`src/rtl/cpor_map.svh`:
```
// register offsets, field positions, reset values and counts of the phase offset bank
`ifndef CPOR_MAP_SVH
`define CPOR_MAP_SVH

// printed register offsets (not all multiples of four, so each is an index; byte addr = 4*index)
`define CPOR_IDX_CH3_HIGH      8'h8D
`define CPOR_IDX_CH4_LOW       8'h8E
`define CPOR_IDX_CH4_HIGH      8'h8F
`define CPOR_IDX_CH5_LOW       8'h90
`define CPOR_IDX_CH5_HIGH      8'h91
`define CPOR_IDX_CH6_LOW       8'h92
`define CPOR_IDX_CH6_HIGH      8'h93
`define CPOR_IDX_CH7_LOW       8'h94
// first index of the bank and number of byte registers
`define CPOR_IDX_FIRST         8'h8D
`define CPOR_NUM_BYTES         8
// control register of the mode bits, index chosen for this block
`define CPOR_IDX_MODE_CTRL     8'hA0
// mode control field positions
`define CPOR_MODE_OCTAL_BIT    0
`define CPOR_MODE_CW_BIT       1
`define CPOR_MODE_DDC_BIT      2
// reset value of every phase byte
`define CPOR_PHASE_RESET       8'h00
`define CPOR_MODE_RESET        3'h0
// first logical channel held in this bank
`define CPOR_FIRST_CHANNEL     3
`define CPOR_NUM_CHANNELS      5

`endif

```
`src/rtl/cpor_pkg.sv`:
```
// types shared by the phase offset bank
package cpor_pkg;

    // operating mode as seen by the offset path
    typedef enum logic [1:0] {
        CPOR_MODE_OFF,
        CPOR_MODE_CW_OCTAL,
        CPOR_MODE_DDC_NARROW
    } cpor_mode_t;

    typedef logic [15:0] cpor_phase_t;

endpackage

```
`src/rtl/cpor_phase_add.sv`:
```
// adds a channel phase offset to the oscillator phase, gated by mode
`timescale 1ns/1ps
`include "cpor_map.svh"

module cpor_phase_add
    import cpor_pkg::*;
(
    input  wire logic        clk,
    input  wire logic        resetn,
    input  wire logic        enable,
    input  wire cpor_phase_t osc_phase,
    input  wire cpor_phase_t offset,
    output cpor_phase_t      mix_phase_q
);

    // ************************************************************
    // registered sum, wraps at a full turn
    // ************************************************************
    always_ff @(posedge clk or negedge resetn) begin
        if (!resetn) begin
            mix_phase_q <= 16'h0000;
        end else if (enable) begin
            mix_phase_q <= 16'(osc_phase + offset);
        end else begin
            mix_phase_q <= osc_phase;
        end
    end

endmodule // cpor_phase_add

```
`src/rtl/cpor_regs.sv`:
```
// phase offset register bank for channels 3 to 7, APB slave and offset path
//
// Implementation choice: the APB register port.
`timescale 1ns/1ps
`include "cpor_map.svh"

// Contract
// - eight consecutive byte addresses, ch3 high first
// - low byte bits 7:0, next high
// - all-ones word is largest, near full turn
// - 0x00FF is about 1.4 degrees, linear
// - every phase byte clears at reset
// - all bits read and write back
// - logical channel n uses (n+1)th selection
// - offsets act only in CW/DDC modes
module cpor_regs
    import cpor_pkg::*;
#(
    parameter int NUM_CH = `CPOR_NUM_CHANNELS
) (
    input  wire logic                 clk,
    input  wire logic                 resetn,
    input  wire logic                 psel,
    input  wire logic                 penable,
    input  wire logic                 pwrite,
    input  wire logic [11:0]          paddr,
    input  wire logic [31:0]          pwdata,
    input  wire logic [3:0]           pstrb,
    output logic      [31:0]          prdata,
    output logic                      pready,
    output logic                      pslverr,
    input  wire logic [NUM_CH*16-1:0] sel_osc_phase,
    output logic      [NUM_CH*16-1:0] sel_mix_phase,
    output logic                      offset_active
);

    // ************************************************************
    // storage
    // ************************************************************
    // byte k of the bank sits at index CPOR_IDX_FIRST + k; byte 0 is ch3 high
    logic [7:0]  bank_q [`CPOR_NUM_BYTES];
    logic [7:0]  ch3_low_shadow;
    logic [2:0]  mode_q;
    logic        access;
    logic [9:0]  word_idx;
    logic        addr_aligned;
    logic        hit_bank;
    logic        hit_mode;
    logic [3:0]  bank_pos;
    logic [31:0] rd_d;
    cpor_mode_t  mode_sel;

    // the low byte of channel 3 lives outside this bank and reads as zero here
    assign ch3_low_shadow = 8'h00;

    // ************************************************************
    // address decode
    // ************************************************************
    assign access       = psel && penable;
    assign word_idx     = paddr[11:2];
    assign addr_aligned = (paddr[1:0] == 2'b00);
    assign bank_pos     = 4'(word_idx - 10'(`CPOR_IDX_FIRST));
    // eight consecutive indices from ch3 high to ch7 low
    assign hit_bank     = addr_aligned && (word_idx >= 10'(`CPOR_IDX_CH3_HIGH))
                          && (word_idx <= 10'(`CPOR_IDX_CH7_LOW));
    assign hit_mode     = addr_aligned && (word_idx == 10'(`CPOR_IDX_MODE_CTRL));

    // ************************************************************
    // byte register writes, one per entry
    // ************************************************************
    genvar gi;
    generate
        for (gi = 0; gi < `CPOR_NUM_BYTES; gi++) begin : g_byte
            always_ff @(posedge clk or negedge resetn) begin
                if (!resetn) begin
                    bank_q[gi] <= `CPOR_PHASE_RESET;
                end else if (access && pwrite && hit_bank && pstrb[0]
                             && (bank_pos == 4'(gi))) begin
                    bank_q[gi] <= pwdata[7:0];
                end
            end
        end
    endgenerate

    // mode control register
    always_ff @(posedge clk or negedge resetn) begin
        if (!resetn) begin
            mode_q <= `CPOR_MODE_RESET;
        end else if (access && pwrite && hit_mode && pstrb[0]) begin
            mode_q <= pwdata[2:0];
        end
    end

    // ************************************************************
    // read data and bus answer
    // ************************************************************
    always_comb begin
        rd_d = 32'h0000_0000;
        if (hit_bank) begin
            rd_d = {24'h00_0000, bank_q[bank_pos[2:0]]};
        end else if (hit_mode) begin
            rd_d = {29'h0000_0000, mode_q};
        end
    end

    // answer in the first access cycle; unmapped addresses flag an error
    always_ff @(posedge clk or negedge resetn) begin
        if (!resetn) begin
            pready  <= 1'b0;
            pslverr <= 1'b0;
            prdata  <= 32'h0000_0000;
        end else if (psel && !penable) begin
            pready  <= 1'b1;
            pslverr <= !(hit_bank || hit_mode);
            prdata  <= pwrite ? 32'h0000_0000 : rd_d;
        end else begin
            pready  <= 1'b0;
            pslverr <= 1'b0;
            prdata  <= 32'h0000_0000;
        end
    end

    // ************************************************************
    // mode qualification
    // ************************************************************
    // CW beamforming needs octal mode plus down-conversion; narrow modes need down-conversion with octal mode off
    always_comb begin
        mode_sel = CPOR_MODE_OFF;
        if (mode_q[`CPOR_MODE_DDC_BIT]) begin
            if (mode_q[`CPOR_MODE_OCTAL_BIT]) begin
                if (mode_q[`CPOR_MODE_CW_BIT]) begin
                    mode_sel = CPOR_MODE_CW_OCTAL;
                end
            end else begin
                mode_sel = CPOR_MODE_DDC_NARROW;
            end
        end
    end

    always_ff @(posedge clk or negedge resetn) begin
        if (!resetn) begin
            offset_active <= 1'b0;
        end else begin
            offset_active <= (mode_sel != CPOR_MODE_OFF);
        end
    end

    // ************************************************************
    // per channel word assembly and phase add
    // ************************************************************
    // slot c carries logical channel 3+c, i.e. selection 4+c of the ordering
    generate
        for (gi = 0; gi < NUM_CH; gi++) begin : g_ch
            cpor_phase_t word;
            logic [7:0]  lo;
            logic [7:0]  hi;
            if (gi == 0) begin : g_first
                assign lo = ch3_low_shadow;
                assign hi = bank_q[0];
            end else if (gi == NUM_CH - 1) begin : g_last
                assign lo = bank_q[2*gi-1];
                assign hi = 8'h00;
            end else begin : g_mid
                assign lo = bank_q[2*gi-1];
                assign hi = bank_q[2*gi];
            end
            assign word = {hi, lo};

            cpor_phase_add u_add (
                .clk         (clk),
                .resetn      (resetn),
                .enable      (offset_active),
                .osc_phase   (sel_osc_phase[gi*16 +: 16]),
                .offset      (word),
                .mix_phase_q (sel_mix_phase[gi*16 +: 16])
            );
        end
    endgenerate

endmodule // cpor_regs

```
`config.mk`:
```
export PLATFORM = sky130hd
export DESIGN_NAME = cpor_regs
export DESIGN_NICKNAME = d
export VERILOG_FILES = /design/src/rtl/cpor_pkg.sv /design/src/rtl/cpor_phase_add.sv /design/src/rtl/cpor_regs.sv
export VERILOG_INCLUDE_DIRS = /design/src /design/src/rtl
export SDC_FILE = /design/constraint.sdc
export NUM_CORES = 1
export LEC_CHECK = 0
export BUFFER_PORTS_ARGS = -buffer_cell sky130_fd_sc_hd__buf_2
export CORE_MARGIN = 5
export CORE_UTILIZATION = 32
export CTS_CLUSTER_DIAMETER = 200
export CTS_CLUSTER_SIZE = 24
export DETAILED_ROUTE_END_ITERATION = 10
export PLACE_DENSITY = 0.59
export SETUP_SLACK_MARGIN = 0.05
export SYNTH_ARGS = -nofsm -noshare
export SYNTH_HDL_FRONTEND = slang
export SYNTH_SLANG_ARGS = --single-unit
```
`constraint.sdc`:
```
create_clock -name clk -period 6.5 [get_ports clk]
set_clock_uncertainty 0.2 [all_clocks]
set_input_delay 1.625 -clock clk [delete_from_list [all_inputs] [get_ports clk]]
set_output_delay 1.625 -clock clk [all_outputs]
set_load 0.05 [all_outputs]
```
==> results.cfg, run 1 <==
[drt]
vias_per_cell = 4.871
wl_per_cell_um = 18.24
vias = 6742
drt_iter0_drc = 403
firstDrtPassIters = 4
ant_nets = 0
drt_wl_total_um = 25250
drc = 0

[die]
fp.dieH_um = 180.3
fp-row-count = 62
dieWidth_um = 180.3
ios = 248
die_area_um2 = 32520
start_util_pct = 32.35
core_area_um2 = 28700

[setup_path]
crit_type = primary input to flop
path_buf_inv = 2
critPathCapture = g_ch[2].lo[2]$_DFFE_PN0P_
reg2reg_to = g_ch[3].u_add.mix_phase_q[14]$_DFF_PN0_
critPathLaunch = paddr[2]
ff2ff_path_depth = 9
crit_path_max_incr_delay_ns = 0.57
crit-reg2reg-launch = g_ch[3].lo[0]$_DFFE_PN0P_
path_max_fanout = 20
critPathSlowestCell = and2_1
worstPathCellList = buf_2 > inv_1 > ha_1 > nand2b_1 > a21oi_1 > nor4_4 > and2_1 > and2b_1 > mux2_4
start_kind = primary input
critPathTopFamily = simple AND/OR/NAND/NOR gates
required_ns = 6.61
arrival_ns = 4.62
end_kind = flop
r2r_slack_ns = 3.41
worstSetupPathDepth = 9

[placed_design]
placed_cells = 1350
dp_hpwl_um = 19400
placed_area_um2 = 10590
gp_congestion = 0.8337
io_buffers = 196

[power]
p_leak_uw = 0.005578
seq_power_share_pct = 42.7
switching_power_uw = 693.2
netSwitchingFraction_pct = 29.17
ir_drop_uv = 124.4
power_density_nw_per_um2 = 212.3
p_clk_share_pct = 43.2
p_int_uw = 1683
combPwrFrac_pct = 14.1

[layout]
final_cell_area_um2 = 11190
drive_above_1_share_pct = 36.17
final_core_util_pct = 39.00
final_common_cell = buf_2
final_cell_mix = buf_2 (195), dfrtp_1 (157), mux2_2 (94)
final_nets = 1187
final_cell_count_no_fill = 1384
fillers = 2838
areaGrowthSynthToFinish_pct = 20.56

[logic_synthesis]
synth_top_cell_by_area = dfrtp_1
seq_area_frac_synth_pct = 42.58
ys_top_cells_by_area = dfrtp_1 (43%), mux2_2 (11%), ha_1 (8.6%)
synth_seq_cells = 158
synth-edff-count = 0
syn_avg_cell_area_um2 = 11.80
yosys_warnings = 0
synthArstFlopShare_pct = 100.0
synthFlopType = dfrtp_1
yosys.area.top_type_share_pct = 42.58
synth_cell_types = 62
syn_inst = 787
syn-cell-area_um2 = 9285

[clock_network]
cts_resized = 0
cts_tree = built
cts_hold_buf = 0
cts_max_path_buffers = 2
clock_latency_ns = 0.43
h-tree-depth = 4
cts_root_buf = clkbuf_16
postCtsSetupBuffers = 0
cts.clk_slew.worst_paths_ns = 0.06
cts.sinks = 158
cts_buffers = 17

[flow_run]
maxCapViolCount = 0

[timing]
fin_crit_sh_pct = 69.50
rsz0062_at_grt = false
holdWs_ns = 0.3110
final-max-slew-violation-count = 0
tightest_slew_ns = 0.9477
hold_viol = 0
relSlewSlack_pct = 36.61
tns_ns = 0
max_freq_mhz = 221.4
setup_viol = 0
period_needed_ns = 4.517

[global_route]
use_met1_pct = 20.69
met2_usage_pct = 25.19
grt_pass1_vias = 6784
met3_usage_pct = 3.573
antenna_found_initial = 2
grt_usage_pct = 15.35
grt_first_pass_wirelength_um = 39230
grt_start_max_net_pins = 67
grt_busiest_layer = met2
grt_overflow_total = 0

[min_path]
hp-class = flop to flop

[outcome]
status = finished, final reports clean
[cells by family after synthesis]
family	count (synthesis)	share of synthesized area, %
xor+xnor	58	5.471
mux	133	18.29
fa+ha+maj	69	9.702
other cells	1	0.04039
simple gates	141	8.503
flops	158	42.58
compound gates	167	11.83
buf+inv	60	3.584
[worst reg2reg max path: stages (launching register included)]
cell	delay, ns
dfrtp_1	0.45
ha_1	0.25
fa_1	0.41
a21o_1	0.17
a21oi_1	0.26
o21ai_0	0.19
a41o_1	0.32
a311oi_1	0.36
xnor2_1	0.10
mux2_2	0.26
[flip-flops by register name, indices dropped and copies added, names as in the netlist]
signal	count
g_ch.hi	32
pready	1
g_ch.lo	32
offset_active	1
g_ch.u_add.mix_phase_q	80
prdata	8
mode_q	3
pslverr	1
[metrics by stage]
| stage | worst slack [ns] | total power (uW) |
|---|---|---|
| floorplan | 2.241 | 1263 |
| global placement | 1.555 | 1370 |
| detailed placement | 1.510 | 1372 |
| CTS | 1.957 | 2409 |
| global route | 1.796 | 2482 |
| finish | 1.983 | 2377 |
[cell usage after synthesis (all sizes together) (11+ instances only)]
cell type and count:
nand2 30, mux4 16, buf 32, xor2 24, o21ai 33, dfrtp 158, xnor2 34, nor2 44
inv 17, ha 64, nand3 16, nand2b 13, mux2 109, a21oi 41, clkbuf 11, a21o 27
[per-layer routing]
metal	vias to the layer above	wire (um)
met4	2	411
met2	181	12140
met1	3278	11460
met5	-	11
met3	26	1223
li1	3255	-
[worst min-delay path by stage]
stage / startpoint / to / slack (ns) / cells past startpoint
finish: mode_q[0]$_DFFE_PN0P_ / offset_active$_DFF_PN0_ / 0.31 / 1
global route: mode_q[0]$_DFFE_PN0P_ / offset_active$_DFF_PN0_ / 0.33 / 1
CTS: mode_q[0]$_DFFE_PN0P_ / offset_active$_DFF_PN0_ / 0.31 / 1
detailed placement: mode_q[0]$_DFFE_PN0P_ / offset_active$_DFF_PN0_ / 0.29 / 1
global placement: mode_q[0]$_DFFE_PN0P_ / offset_active$_DFF_PN0_ / 0.28 / 1
floorplan: mode_q[0]$_DFFE_PN0P_ / offset_active$_DFF_PN0_ / 0.25 / 1
[power groups by stage]
stage	clock network (uW)	registers [uW]	logic (uW)
3_3_place_gp	0	1030	337
6_report	1030	1010	336
3_5_place_dp	0	1030	338
4_1_cts	1050	1010	340
5_1_grt	1100	1020	363
2_1_floorplan	0	1130	134
[area by class of cell]
type	count	area, um2	area share [%]
antenna	2	5.005	0.04471
clock buffer	18	439.2	3.923
clock inverter	14	156.4	1.397
inverter	17	63.81	0.5700
multi-input combinational	592	5085	45.42
sequential	158	3955	35.33
tap	384	480.5	4.292
timing repair buffer	199	1010	9.020
(Power assumes the default switching activity.)
==> run 2: changes to the inputs <==
==> constraint.sdc (replaced) <==
create_clock -name clk -period 4.33 [get_ports clk]
set_clock_uncertainty 0.2 [all_clocks]
set_input_delay 1.0825 -clock clk [delete_from_list [all_inputs] [get_ports clk]]
set_output_delay 1.0825 -clock clk [all_outputs]
set_load 0.05 [all_outputs]
==> run 2 against run 1 <==
Effect of this change: design area is 0.54% higher; first-iteration DRC count is 6.5% lower; wire length is 0.26% higher; global-route usage is 0.12 points higher; utilization is 0.21 points higher; sequential power is 50% higher; sequential share of layout area is 0.19 points lower; cell count is 0.36% higher; register-to-register slack worse by 2.2 ns; critical path type unchanged; critical endpoint is now g_ch[3].u_add.mix_phase_q[14]$_DFF_PN0_.
==> results.cfg, run 2 (synthesis gave the netlist of run 1 again) <==
[clock_network]
cts_resized = 0
h-tree-depth = 4
cts.sinks = 158
clock_latency_ns = 0.43
cts_tree = built
cts_hold_buf = 0
postCtsSetupBuffers = 0
cts_max_path_buffers = 2
cts_buffers = 17
cts.clk_slew.worst_paths_ns = 0.07
cts_root_buf = clkbuf_16

[layout]
final_cell_mix = buf_2 (195), dfrtp_1 (157), mux2_2 (94)
final_common_cell = buf_2
multi_input_area_um2 = 5085
final_cell_count_no_fill = 1389
areaGrowthSynthToFinish_pct = 21.21
final_nets = 1192
regMostFlops = g_ch.u_add.mix_phase_q
fillers = 2839
final_cell_area_um2 = 11250
final_core_util_pct = 39.21
largest_reg_flops = 80
regArea_um2 = 3955
drive_above_1_share_pct = 36.29

[timing]
relSlewSlack_pct = 36.51
max_freq_mhz = 298.6
tightest_slew_ns = 0.9513
final-max-slew-violation-count = 0
hold_viol = 0
period_needed_ns = 3.349
rsz0062_at_grt = false
holdWs_ns = 0.3232
setup_viol = 0
tns_ns = 0
fin_crit_sh_pct = 77.35

[die]
fp.dieH_um = 180.3
fp-row-count = 62
ios = 248
core_area_um2 = 28700
dieWidth_um = 180.3
start_util_pct = 32.35
die_area_um2 = 32520

[min_path]
min-delay-start = mode_q[0]$_DFFE_PN0P_
hold_depth = 1
hp-class = flop to flop
hold_path_end = offset_active$_DFF_PN0_

[drt]
vias = 6800
drt_iter0_drc = 377
vias_per_cell = 4.896
drt_wl_total_um = 25320
firstDrtPassIters = 4
ant_nets = 0
wl_per_cell_um = 18.23
drc = 0

[setup_path]
end_kind = flop
crit_type = primary input to flop
path_max_fanout = 3
reg2reg_to = g_ch[3].u_add.mix_phase_q[14]$_DFF_PN0_
start_kind = primary input
r2r_slack_ns = 1.25
ff2ff_path_depth = 9
required_ns = 4.44
crit-reg2reg-launch = g_ch[3].lo[0]$_DFFE_PN0P_
arrival_ns = 3.46

[placed_design]
placed_area_um2 = 10640
gp_congestion = 0.8278
placed_cells = 1355
io_buffers = 196
dp_hpwl_um = 19570

[global_route]
grt_first_pass_wirelength_um = 39500
grt_usage_pct = 15.47
grt_start_max_net_pins = 75
antenna_found_initial = 3
grt_pass1_vias = 6883
grt_overflow_total = 0

[outcome]
status = finished, final reports clean

[power]
power_density_nw_per_um2 = 320.5
p_leak_uw = 0.005630
ir_drop_uv = 218.7

[flow_run]
maxCapViolCount = 0
[run 2: cell count changes in the layout (fill, tap and decap cells not counted), sizes merged]
cell / delta
buf: +5
bufinv: +1
clkbuf: +2
clkinv: +4
clkinvlp: -5
inv: -2
[run 2: worst max path at each step]
stage | cells after the start | to | start | slack (ns)
finish | 10 | g_ch[3].u_add.mix_phase_q[14]$_DFF_PN0_ | sel_osc_phase[48] | 0.98
global route | 10 | g_ch[3].u_add.mix_phase_q[14]$_DFF_PN0_ | sel_osc_phase[48] | 0.83
CTS | 10 | g_ch[3].u_add.mix_phase_q[14]$_DFF_PN0_ | sel_osc_phase[48] | 1.01
detailed placement | 10 | g_ch[3].u_add.mix_phase_q[14]$_DFF_PN0_ | sel_osc_phase[48] | 0.56
global placement | 10 | g_ch[3].u_add.mix_phase_q[14]$_DFF_PN0_ | sel_osc_phase[48] | 0.56
floorplan | 10 | prdata[2]$_DFF_PN0_ | paddr[2] | 0.61
[run 2: area by class of cell]
class	count	area share, %
diodes	2	0.04447
inverters	17	0.5670
multi-input cells	592	45.18
clock inverters	12	1.412
well taps	384	4.269
flip-flops and latches	158	35.14
clock buffers	20	3.969
repair buffers	204	9.416
[run 2: power by group]
group	switching, uW	internal [uW]
registers	9.89	1510
logic	367	143
clock network	644	929
total	1020	2590
[run 2: worst max-delay path, stage by stage]
cell	delay (ns)
buf_2	0.11
ha_1	0.21
fa_1	0.40
a21o_1	0.18
a21oi_1	0.29
o21ai_0	0.18
a41o_1	0.32
a311oi_1	0.33
xnor2_1	0.09
mux2_2	0.26
[run 2: through the flow]
| stage | power, uW | setup slack [ns] |
|---|---|---|
| 2_1_floorplan | 1897 | 0.6140 |
| 3_3_place_gp | 2063 | 0.5590 |
| 3_5_place_dp | 2066 | 0.5554 |
| 4_1_cts | 3659 | 1.006 |
| 5_1_grt | 3766 | 0.8256 |
| 6_report | 3607 | 0.9808 |
[run 2: routing by layer]
layer	global-route usage, %	up-vias	wire length (um)
li1	-	3264	-
met1	20.26	3328	11160
met2	25.58	183	12350
met3	4.178	23	1403
met4	3.872	2	376
met5	0	-	20
